===== src/hw/tx_serializer_pkg.sv =====
// How it works
// - Writing the input byte register clears the data-empty flag, unless the held byte is consumed in that same cycle.
// - Each input byte write gives one registered pulse after data is held.
// - Symbols leave the holding register least significant bit first.
// - Rate divisor is 15 bits; low eight from the rate-low register.
// - Rate divisor upper seven bits come from rate-high bits 6 to 0.
// - Symbol rate is system clock over divisor times clock division factor.
// - Rate-high bit 7 and oscillator warm-up bits 7:4 read zero.
// - Warm oscillator, divider and amplifier before sending and on OOK zero-to-one.
// - Divider warm-up lasts field value times four serializer clocks.
// - Amplifier warm-up lasts field value serializer clocks.
// - Oscillator warm-up lasts field value times 64 serializer clocks.
// - Deviation_value comes from bits 6 to 0 of the deviation register.
// - Serializer clock is system clock divided by divide field plus one.
// - Modulation select zero means on-off keying, one means FSK.
// - On data run-out: shut down, repeat group, send zeros or ones.
// - Group width field sets one to eight symbols sent per group.
package tx_serializer_pkg;

    // ==========================================================
    // Register offsets
    localparam logic [7:0] ADDR_INPUT_BYTE = 8'hAB;
    localparam logic [7:0] ADDR_RATE_LOW   = 8'hAC;
    localparam logic [7:0] ADDR_RATE_HIGH  = 8'hAD;
    localparam logic [7:0] ADDR_WARM_DA    = 8'hAE;
    localparam logic [7:0] ADDR_WARM_OSC   = 8'hAF;
    localparam logic [7:0] ADDR_DEVIATION  = 8'hE4;

    // ==========================================================
    // Reset values
    localparam logic [7:0] RST_INPUT_BYTE = 8'h00;
    localparam logic [7:0] RST_RATE_LOW   = 8'h00;
    localparam logic [6:0] RST_RATE_HIGH  = 7'h00;
    localparam logic [7:0] RST_WARM_DA    = 8'h00;
    localparam logic [3:0] RST_WARM_OSC   = 4'h0;
    localparam logic [7:0] RST_DEVIATION  = 8'h00;

    // ==========================================================
    // Field layout and timing scales
    localparam int RATE_WIDTH       = 15;
    localparam int RATE_HIGH_MSB    = 6;
    localparam int DIV_WARM_LSB     = 4;
    localparam int PA_WARM_LSB      = 0;
    localparam int OSC_WARM_LSB     = 0;
    localparam int DEVIATION_MSB    = 6;
    localparam int WARM_CNT_WIDTH   = 12;
    localparam int DIV_WARM_SCALE   = 4;
    localparam int OSC_WARM_SCALE   = 64;

    // ==========================================================
    // Types
    typedef enum logic [1:0] {
        RUN_OUT_SHUTDOWN = 2'h0,
        RUN_OUT_REPEAT   = 2'h1,
        RUN_OUT_ZEROS    = 2'h2,
        RUN_OUT_ONES     = 2'h3
    } run_out_t;

    typedef enum logic [1:0] {
        ST_IDLE = 2'b00,
        ST_WARM = 2'b01,
        ST_SEND = 2'b11
    } state_t;

    typedef enum logic [1:0] {
        PH_OSC = 2'b00,
        PH_DIV = 2'b01,
        PH_PA  = 2'b11
    } warm_phase_t;

    // Serializer clock cycles of one warm-up phase
    function automatic logic [WARM_CNT_WIDTH-1:0] warm_cycles(
        input warm_phase_t phase,
        input logic [3:0]  osc_field,
        input logic [3:0]  div_field,
        input logic [3:0]  pa_field
    );
        logic [WARM_CNT_WIDTH-1:0] cycles;
        cycles = '0;
        unique case (phase)
            PH_OSC: cycles = WARM_CNT_WIDTH'(osc_field) * WARM_CNT_WIDTH'(OSC_WARM_SCALE);
            PH_DIV: cycles = WARM_CNT_WIDTH'(div_field) * WARM_CNT_WIDTH'(DIV_WARM_SCALE);
            PH_PA:  cycles = WARM_CNT_WIDTH'(pa_field);
            default: cycles = '0;
        endcase
        return cycles;
    endfunction : warm_cycles

endpackage : tx_serializer_pkg


===== src/hw/serializer_clock_divider.sv =====
`timescale 1ns/1ps
module serializer_clock_divider #(
    parameter int DIV_WIDTH = 3
) (
    input  wire logic                 i_clk,
    input  wire logic                 i_rst_b,
    input  wire logic                 i_run,
    input  wire logic [DIV_WIDTH-1:0] i_divide,
    output logic                      o_tick
);

    logic [DIV_WIDTH-1:0] count;

    // ==========================================================
    // One tick every divide+1 system clocks
    always_ff @(posedge i_clk or negedge i_rst_b)
    begin
        if (!i_rst_b)
        begin
            count <= '0;
        end
        else if (!i_run || count == i_divide)
        begin
            count <= '0;
        end
        else
        begin
            count <= count + 1'b1;
        end
    end

    assign o_tick = i_run && (count == i_divide);

endmodule : serializer_clock_divider


===== src/hw/tx_symbol_serializer.sv =====
`timescale 1ns/1ps
module tx_symbol_serializer (
    input  wire logic       i_clk,
    input  wire logic       i_rst_b,
    input  wire logic [7:0] i_sfr_addr,
    input  wire logic       i_sfr_wr,
    input  wire logic [7:0] i_sfr_wdata,
    input  wire logic       i_serializer_enable,
    input  wire logic       i_modulation_select,
    input  wire logic [1:0] i_run_out_control,
    input  wire logic [2:0] i_group_width,
    input  wire logic [2:0] i_serializer_clock_divide,
    output logic [7:0]      o_sfr_rdata,
    output logic            o_data_empty,
    output logic            o_write_notify,
    output logic            o_symbol,
    output logic            o_lc_oscillator_on,
    output logic            o_divider_on,
    output logic            o_amplifier_on,
    output logic [6:0]      o_deviation_value
);

    // ==========================================================
    // Register file
    logic [7:0] serializer_input_byte;
    logic [7:0] symbol_rate_low;
    logic [6:0] symbol_rate_high;
    logic [7:0] warmup_divider_amplifier;
    logic [3:0] warmup_oscillator;
    logic [7:0] frequency_deviation;

    logic       write_notify;
    logic       pending;
    logic       data_empty;

    tx_serializer_pkg::state_t      state;
    tx_serializer_pkg::warm_phase_t phase;
    logic [tx_serializer_pkg::WARM_CNT_WIDTH-1:0] warm_cnt;
    logic [tx_serializer_pkg::RATE_WIDTH-1:0]     rate_cnt;
    logic [tx_serializer_pkg::RATE_WIDTH-1:0]     divisor;
    logic [7:0] shift;
    logic [7:0] last_group;
    logic [2:0] bit_idx;
    logic       tick;
    logic       symbol_end;
    logic       warm_done;
    logic       load_start;

    logic       sel_byte;
    logic       shut_down;
    logic [7:0] next_shift;
    logic [2:0] next_bit_idx;
    logic       next_take_pending;

    wire logic bus_wr_byte = i_sfr_wr && (i_sfr_addr == tx_serializer_pkg::ADDR_INPUT_BYTE);

    always_ff @(posedge i_clk or negedge i_rst_b)
    begin
        if (!i_rst_b)
        begin
            serializer_input_byte    <= tx_serializer_pkg::RST_INPUT_BYTE;
            symbol_rate_low          <= tx_serializer_pkg::RST_RATE_LOW;
            symbol_rate_high         <= tx_serializer_pkg::RST_RATE_HIGH;
            warmup_divider_amplifier <= tx_serializer_pkg::RST_WARM_DA;
            warmup_oscillator        <= tx_serializer_pkg::RST_WARM_OSC;
            frequency_deviation      <= tx_serializer_pkg::RST_DEVIATION;
        end
        else if (i_sfr_wr)
        begin
            unique case (i_sfr_addr)
                tx_serializer_pkg::ADDR_INPUT_BYTE: serializer_input_byte <= i_sfr_wdata;
                tx_serializer_pkg::ADDR_RATE_LOW:   symbol_rate_low       <= i_sfr_wdata;
                tx_serializer_pkg::ADDR_RATE_HIGH:
                    symbol_rate_high <= i_sfr_wdata[tx_serializer_pkg::RATE_HIGH_MSB:0];
                tx_serializer_pkg::ADDR_WARM_DA:    warmup_divider_amplifier <= i_sfr_wdata;
                tx_serializer_pkg::ADDR_WARM_OSC:   warmup_oscillator <= i_sfr_wdata[3:0];
                // Bit 7 is stored as written; software keeps it clear
                tx_serializer_pkg::ADDR_DEVIATION:  frequency_deviation <= i_sfr_wdata;
                default: ;
            endcase
        end
    end

    // ==========================================================
    // Read-back, registered; unmapped offsets read zero
    always_ff @(posedge i_clk or negedge i_rst_b)
    begin
        if (!i_rst_b)
        begin
            o_sfr_rdata <= 8'h00;
        end
        else
        begin
            unique case (i_sfr_addr)
                tx_serializer_pkg::ADDR_INPUT_BYTE: o_sfr_rdata <= serializer_input_byte;
                tx_serializer_pkg::ADDR_RATE_LOW:   o_sfr_rdata <= symbol_rate_low;
                tx_serializer_pkg::ADDR_RATE_HIGH:  o_sfr_rdata <= {1'b0, symbol_rate_high};
                tx_serializer_pkg::ADDR_WARM_DA:    o_sfr_rdata <= warmup_divider_amplifier;
                tx_serializer_pkg::ADDR_WARM_OSC:   o_sfr_rdata <= {4'h0, warmup_oscillator};
                tx_serializer_pkg::ADDR_DEVIATION:  o_sfr_rdata <= frequency_deviation;
                default:                            o_sfr_rdata <= 8'h00;
            endcase
        end
    end

    // ==========================================================
    // Write notification and handshake flags
    // Pulse follows the write by one edge, so the byte is already held
    always_ff @(posedge i_clk or negedge i_rst_b)
    begin
        if (!i_rst_b)
            write_notify <= 1'b0;
        else
            write_notify <= bus_wr_byte;
    end

    assign o_write_notify = write_notify;

    // Consumption of the held byte sets empty; the set wins over a clear
    always_ff @(posedge i_clk or negedge i_rst_b)
    begin
        if (!i_rst_b)
            data_empty <= 1'b1;
        else if (sel_byte)
            data_empty <= 1'b1;
        else if (bus_wr_byte)
            data_empty <= 1'b0;
    end

    assign o_data_empty = data_empty;

    always_ff @(posedge i_clk or negedge i_rst_b)
    begin
        if (!i_rst_b)
            pending <= 1'b0;
        else if (write_notify)
            pending <= 1'b1;
        else if (sel_byte)
            pending <= 1'b0;
    end

    // ==========================================================
    // Timing
    serializer_clock_divider #(
        .DIV_WIDTH (3)
    ) u_clock_divider (
        .i_clk    (i_clk),
        .i_rst_b  (i_rst_b),
        // Restarted as warm-up ends, so the first symbol gets a full period
        .i_run    (i_serializer_enable && !warm_done),
        .i_divide (i_serializer_clock_divide),
        .o_tick   (tick)
    );

    assign divisor = {symbol_rate_high, symbol_rate_low};

    // A zero divisor behaves as one, never a stalled symbol
    assign symbol_end = (state == tx_serializer_pkg::ST_SEND) && tick
                        && (rate_cnt + 1'b1 >= divisor);

    always_ff @(posedge i_clk or negedge i_rst_b)
    begin
        if (!i_rst_b)
            rate_cnt <= '0;
        else if (state != tx_serializer_pkg::ST_SEND || symbol_end)
            rate_cnt <= '0;
        else if (tick)
            rate_cnt <= rate_cnt + 1'b1;
    end

    // ==========================================================
    // Next symbol group selection
    always_comb
    begin
        next_take_pending = 1'b0;
        shut_down         = 1'b0;
        next_shift        = {1'b0, shift[7:1]};
        next_bit_idx      = bit_idx + 1'b1;
        if (bit_idx >= i_group_width)
        begin
            next_bit_idx = 3'h0;
            if (pending)
            begin
                next_take_pending = 1'b1;
                next_shift        = serializer_input_byte;
            end
            else
            begin
                unique case (tx_serializer_pkg::run_out_t'(i_run_out_control))
                    tx_serializer_pkg::RUN_OUT_SHUTDOWN: shut_down  = 1'b1;
                    tx_serializer_pkg::RUN_OUT_REPEAT:   next_shift = last_group;
                    tx_serializer_pkg::RUN_OUT_ZEROS:    next_shift = 8'h00;
                    tx_serializer_pkg::RUN_OUT_ONES:     next_shift = 8'hFF;
                endcase
            end
        end
    end

    assign load_start = (state == tx_serializer_pkg::ST_IDLE) && i_serializer_enable && pending;
    assign sel_byte   = load_start || (symbol_end && next_take_pending);
    assign warm_done  = (state == tx_serializer_pkg::ST_WARM)
                        && (phase == tx_serializer_pkg::PH_PA) && (warm_cnt == '0);

    // ==========================================================
    // Sequencer
    always_ff @(posedge i_clk or negedge i_rst_b)
    begin
        if (!i_rst_b)
            state <= tx_serializer_pkg::ST_IDLE;
        else if (!i_serializer_enable)
            state <= tx_serializer_pkg::ST_IDLE;
        else
        begin
            unique case (state)
                tx_serializer_pkg::ST_IDLE:
                    if (load_start)
                        state <= tx_serializer_pkg::ST_WARM;
                tx_serializer_pkg::ST_WARM:
                    if (warm_done)
                        state <= tx_serializer_pkg::ST_SEND;
                tx_serializer_pkg::ST_SEND:
                    if (symbol_end && shut_down)
                    begin
                        state <= tx_serializer_pkg::ST_IDLE;
                    end
                    else if (symbol_end && !i_modulation_select && !shift[0] && next_shift[0])
                    begin
                        state <= tx_serializer_pkg::ST_WARM;
                    end
                default: state <= tx_serializer_pkg::ST_IDLE;
            endcase
        end
    end

    // Phases run oscillator, divider, amplifier, each from its own count
    always_ff @(posedge i_clk or negedge i_rst_b)
    begin
        if (!i_rst_b)
        begin
            phase    <= tx_serializer_pkg::PH_OSC;
            warm_cnt <= '0;
        end
        else if (state != tx_serializer_pkg::ST_WARM)
        begin
            phase    <= tx_serializer_pkg::PH_OSC;
            warm_cnt <= tx_serializer_pkg::warm_cycles(tx_serializer_pkg::PH_OSC,
                            warmup_oscillator, warmup_divider_amplifier[7:4],
                            warmup_divider_amplifier[3:0]);
        end
        else if (warm_cnt == '0)
        begin
            if (phase == tx_serializer_pkg::PH_OSC)
            begin
                phase    <= tx_serializer_pkg::PH_DIV;
                warm_cnt <= tx_serializer_pkg::warm_cycles(tx_serializer_pkg::PH_DIV,
                                warmup_oscillator, warmup_divider_amplifier[7:4],
                                warmup_divider_amplifier[3:0]);
            end
            else if (phase == tx_serializer_pkg::PH_DIV)
            begin
                phase    <= tx_serializer_pkg::PH_PA;
                warm_cnt <= tx_serializer_pkg::warm_cycles(tx_serializer_pkg::PH_PA,
                                warmup_oscillator, warmup_divider_amplifier[7:4],
                                warmup_divider_amplifier[3:0]);
            end
        end
        else if (tick)
        begin
            warm_cnt <= warm_cnt - 1'b1;
        end
    end

    // ==========================================================
    // Shift register
    always_ff @(posedge i_clk or negedge i_rst_b)
    begin
        if (!i_rst_b)
        begin
            shift      <= 8'h00;
            last_group <= 8'h00;
            bit_idx    <= 3'h0;
        end
        else if (load_start)
        begin
            shift      <= serializer_input_byte;
            last_group <= serializer_input_byte;
            bit_idx    <= 3'h0;
        end
        else if (symbol_end)
        begin
            shift   <= next_shift;
            bit_idx <= next_bit_idx;
            if (next_take_pending)
            begin
                last_group <= serializer_input_byte;
            end
        end
    end

    // ==========================================================
    // Outputs to the transmit chain
    // Off-keyed zeros drop all three bias lines to save power
    wire logic sending = (state == tx_serializer_pkg::ST_SEND)
                         && (i_modulation_select || shift[0]);
    wire logic warming = (state == tx_serializer_pkg::ST_WARM);

    always_ff @(posedge i_clk or negedge i_rst_b)
    begin
        if (!i_rst_b)
        begin
            o_symbol           <= 1'b0;
            o_lc_oscillator_on <= 1'b0;
            o_divider_on       <= 1'b0;
            o_amplifier_on     <= 1'b0;
            o_deviation_value  <= 7'h00;
        end
        else
        begin
            o_symbol           <= (state == tx_serializer_pkg::ST_SEND) && shift[0];
            o_lc_oscillator_on <= warming || sending;
            o_divider_on       <= (warming && phase != tx_serializer_pkg::PH_OSC)
                                  || sending;
            o_amplifier_on     <= (warming && phase == tx_serializer_pkg::PH_PA)
                                  || sending;
            if ((state == tx_serializer_pkg::ST_SEND) && i_modulation_select && shift[0])
            begin
                o_deviation_value <= frequency_deviation[tx_serializer_pkg::DEVIATION_MSB:0];
            end
            else
            begin
                o_deviation_value <= 7'h00;
            end
        end
    end

endmodule : tx_symbol_serializer

===== config.mk =====
export PLATFORM = sky130hd
export DESIGN_NAME = tx_symbol_serializer
export DESIGN_NICKNAME = d
export VERILOG_FILES = /design/src/hw/tx_serializer_pkg.sv /design/src/hw/serializer_clock_divider.sv /design/src/hw/tx_symbol_serializer.sv
export SDC_FILE = /design/constraint.sdc
export NUM_CORES = 1
export LEC_CHECK = 0
export BUFFER_PORTS_ARGS = -buffer_cell sky130_fd_sc_hd__buf_2
export CAP_MARGIN = 30
export CORE_AREA = 2 2 136 138
export CTS_CLUSTER_DIAMETER = 200
export CTS_CLUSTER_SIZE = 24
export DETAILED_ROUTE_END_ITERATION = 8
export DIE_AREA = 0 0 138 140
export PLACE_DENSITY_LB_ADDON = 0.1
export SLEW_MARGIN = 30
export SYNTH_ARGS = -nofsm -noshare
export SYNTH_HDL_FRONTEND = slang
export SYNTH_HIERARCHICAL = 1
export SYNTH_SLANG_ARGS = --single-unit

===== constraint.sdc =====
create_clock -name i_clk -period 4.5 [get_ports i_clk]
set_clock_uncertainty 0.2 [all_clocks]
set_input_delay 0.45 -clock i_clk [delete_from_list [all_inputs] [get_ports i_clk]]
set_output_delay 0.45 -clock i_clk [all_outputs]
set_load 0.02 [all_outputs]

==> flow_metrics.env <==
export IMPL_power_density_nw_per_um2=470
export IMPL_r2r_slack_ns=0.61
export IMPL_drtIter0Drc=269
export IMPL_drive_gt1_share_pct=21.5
export IMPL_wl_met1_um=7800
export IMPL_worstMarginPinSlew_ns=0.698
export IMPL_top_layer_used="met4"
export IMPL_drc=0
export IMPL_hpwl_um=11800
export IMPL_fin_tns_setup_ns=0
export IMPL_core_area_um2=17800
export IMPL_critPathLaunch="rate_cnt[0]"
export IMPL_ys_ff_latch=118
export IMPL_worst_path_max_fanout=10
export IMPL_num_vias=4717
export IMPL_io_buffer_count=49
export IMPL_grt_max_degree=70
export IMPL_clk_pin_slew_worst_paths_ns=0.06
export IMPL_gp_congestion=0.812
export IMPL_fmax_mhz=257
export IMPL_worst_ep_required_time_ns=4.60
export IMPL_synthFlopType="dfrtp_1"
export IMPL_die_h_um=140
export IMPL_hold_slack_ns=0.118
export IMPL_ant_nets=0
export IMPL_via_per_inst=5.31
export IMPL_grt_use_total_pct=17.7
export IMPL_clk_latency_ns=0.42
export IMPL_cts_tree="yes"
export IMPL_crit_arrival_ns=3.99
export IMPL_status="finished, final reports clean"
export IMPL_synthDistinctLibCells=67
export IMPL_crit_chain="ha_1 > nand3_1 > nor4_1 > xor2_1 > ha_1 > nand4_1 > nor3_1 > nand2_1 > o211ai_2 > and2_1 > mux2_1"
export IMPL_rows=49
export IMPL_syn2layout_area_growth_pct=18.6
export IMPL_slew_viol_final=0
export IMPL_fin_nets=698
export IMPL_cp_start_kind="flop"
export IMPL_start_util_pct=34.4
export IMPL_finalWirelength_um=16500
export IMPL_yosys_area_top_type="dfrtp_1"
export IMPL_dp_cells=855
export IMPL_synth_area_per_cell_um2=10.3
export IMPL_reg2reg_from="rate_cnt[0]"
export IMPL_die_area_um2=19300
export IMPL_numClockSinks=118
export IMPL_yosys_top_cells_area="dfrtp_1 (48%), mux2_2 (7.0%), ha_1 (4.7%)"
export IMPL_antenna_found_initial=0
export IMPL_synth_top_area_share_pct=47.8
export IMPL_maxCapViolations=0
export IMPL_slowest_stage="nor4_1"
export IMPL_syn_inst=594
export IMPL_wl_met3_um=570
export IMPL_crit_path_max_incr_delay_ns=0.54
export IMPL_final_hold_viol_count=0
export IMPL_grt_pass1_vias=4841
export IMPL_wl_met2_um=7770
export IMPL_diodes=0
export IMPL_synth_most_common_cell="dfrtp_1"
export IMPL_ios=50
export IMPL_hold_path_class="in -> reg"
export IMPL_ys_seq_area_share_pct=48.3
export IMPL_die_x_um=138
export IMPL_synth_edf_count=0
export IMPL_async_flop_share_pct=100
export IMPL_min_period_over_period_pct=86.4
export IMPL_path_class="reg -> reg"
export IMPL_yosysWarnings=6
export IMPL_max_slew_margin_rel_pct=53.3
export IMPL_grt_pass1_wl_um=26700
export IMPL_wl_per_cell_um=18.5
export IMPL_synthTopCellsByCount="dfrtp_1 (117), nand2_1 (58), o21ai_0 (41)"
export IMPL_setup_viol=0
export IMPL_syn_nets=646
export IMPL_cp_end_kind="flop"
export IMPL_fin_crit_ns=3.89
export IMPL_grt_ovfl_total=0
export IMPL_h_tree_depth=4
export IMPL_firstDrtPassIters=5
export IMPL_peakVddDrop_uv=289
export IMPL_synth_area_um2=6120
export IMPL_cts_root_buf="clkbuf_16"
export IMPL_power_leakage_nw=3.51
export IMPL_power_total_mw=3.41
export IMPL_numCtsBuffers=17
export IMPL_crit_top_cell="ha_1"
export IMPL_cts_buffer_depth=2
export IMPL_cts_hold_buf=1
export IMPL_fin_util_pct=40.8
export IMPL_cts_repair_resized=0
export IMPL_min_from="i_serializer_enable"
export IMPL_post_cts_buffers=0
export IMPL_grt_setup_unrepaired="no"
export IMPL_layoutNonFillerInstCount=888
sequential cells by signal (all words and copies together), names as in the netlist, 4 cells and up:
signal / flops
last_group: 8
o_sfr_rdata: 8
symbol_rate_low: 8
frequency_deviation: 8
rate_cnt: 15
warm_cnt: 12
shift: 8
warmup_oscillator: 4
o_deviation_value: 7
serializer_input_byte: 8
warmup_divider_amplifier: 8
symbol_rate_high: 7
placed cells by master (no fill, tap or decap), types with 12 or more instances in the layout:
cell type / count
a21oi_1: 36
a31oi_1: 12
and3_1: 18
buf_2: 48
clkbuf_16: 17
dfrtp_1: 117
ha_1: 23
inv_1: 35
mux2_2: 38
nand2_1: 58
nand3_1: 15
nor2_1: 39
o21ai_0: 41
xnor2_1: 13
routing by layer:
metal  vias to the layer above  track usage [%]
met2                       111             28.5
met1                      2311             23.3
met5                         -                0
met4                         0             7.09
met3                        21             4.14
li1                       2274                -
metrics by stage:
step           worst slack, ns  instance area, um^2
5_1_grt                  0.358                 7260
3_3_place_gp             0.868                 6590
4_1_cts                  0.645                 7250
2_1_floorplan             1.22                 6120
6_report                 0.612                 7260
3_5_place_dp             0.673                 6600
critical path, delay by kind of cell (launching register included):
kind / cells / cell delay [ns]
flops: 1 / 0.42
xor+xnor: 1 / 0.14
fa+ha+maj: 2 / 0.66
mux: 1 / 0.37
simple gates: 6 / 1.80
compound gates: 1 / 0.17
logic make-up (layout without fill, tap and decap cells):
kind of cell / after synthesis / after routing / share of synthesized area [%]
multiplexers: 52 / 52 / 9.45
AND/OR/NAND/NOR: 172 / 172 / 14.2
AO/OA/AOI/OAI: 152 / 152 / 16.8
buffers and inverters: 58 / 123 / 3.90
XOR/XNOR: 19 / 19 / 2.72
flip-flops: 118 / 118 / 48.3
adder cells (fa/ha/maj): 23 / 23 / 4.70
final timing paths:
path                             endpoint  cells after the start
setup / recovery            last_group[5]                     11
hold / removal                   state[0]                      3
setup reg to reg            last_group[5]                     11
hold reg to reg             last_group[2]                      1
max in group asynchronous    o_data_empty                      3
min in group asynchronous  o_sfr_rdata[3]                      2
report_power, final:
| group | total, mW | internal [mW] | switching [mW] |
|---|---|---|---|
| registers | 1.28 | 1.17 | 0.117 |
| clock network | 1.48 | 1.01 | 0.475 |
| logic | 0.642 | 0.246 | 0.395 |
layout make-up:
class	count	area (um^2)
Clock buffer	23	468
Clock inverter	9	173
Fill cell	1718	10500
Inverter	35	131
Multi-Input combinational cell	418	2940
Sequential cell	118	2950
Tap cell	229	287
Timing Repair Buffer	56	307
(Power assumes the default switching activity.)
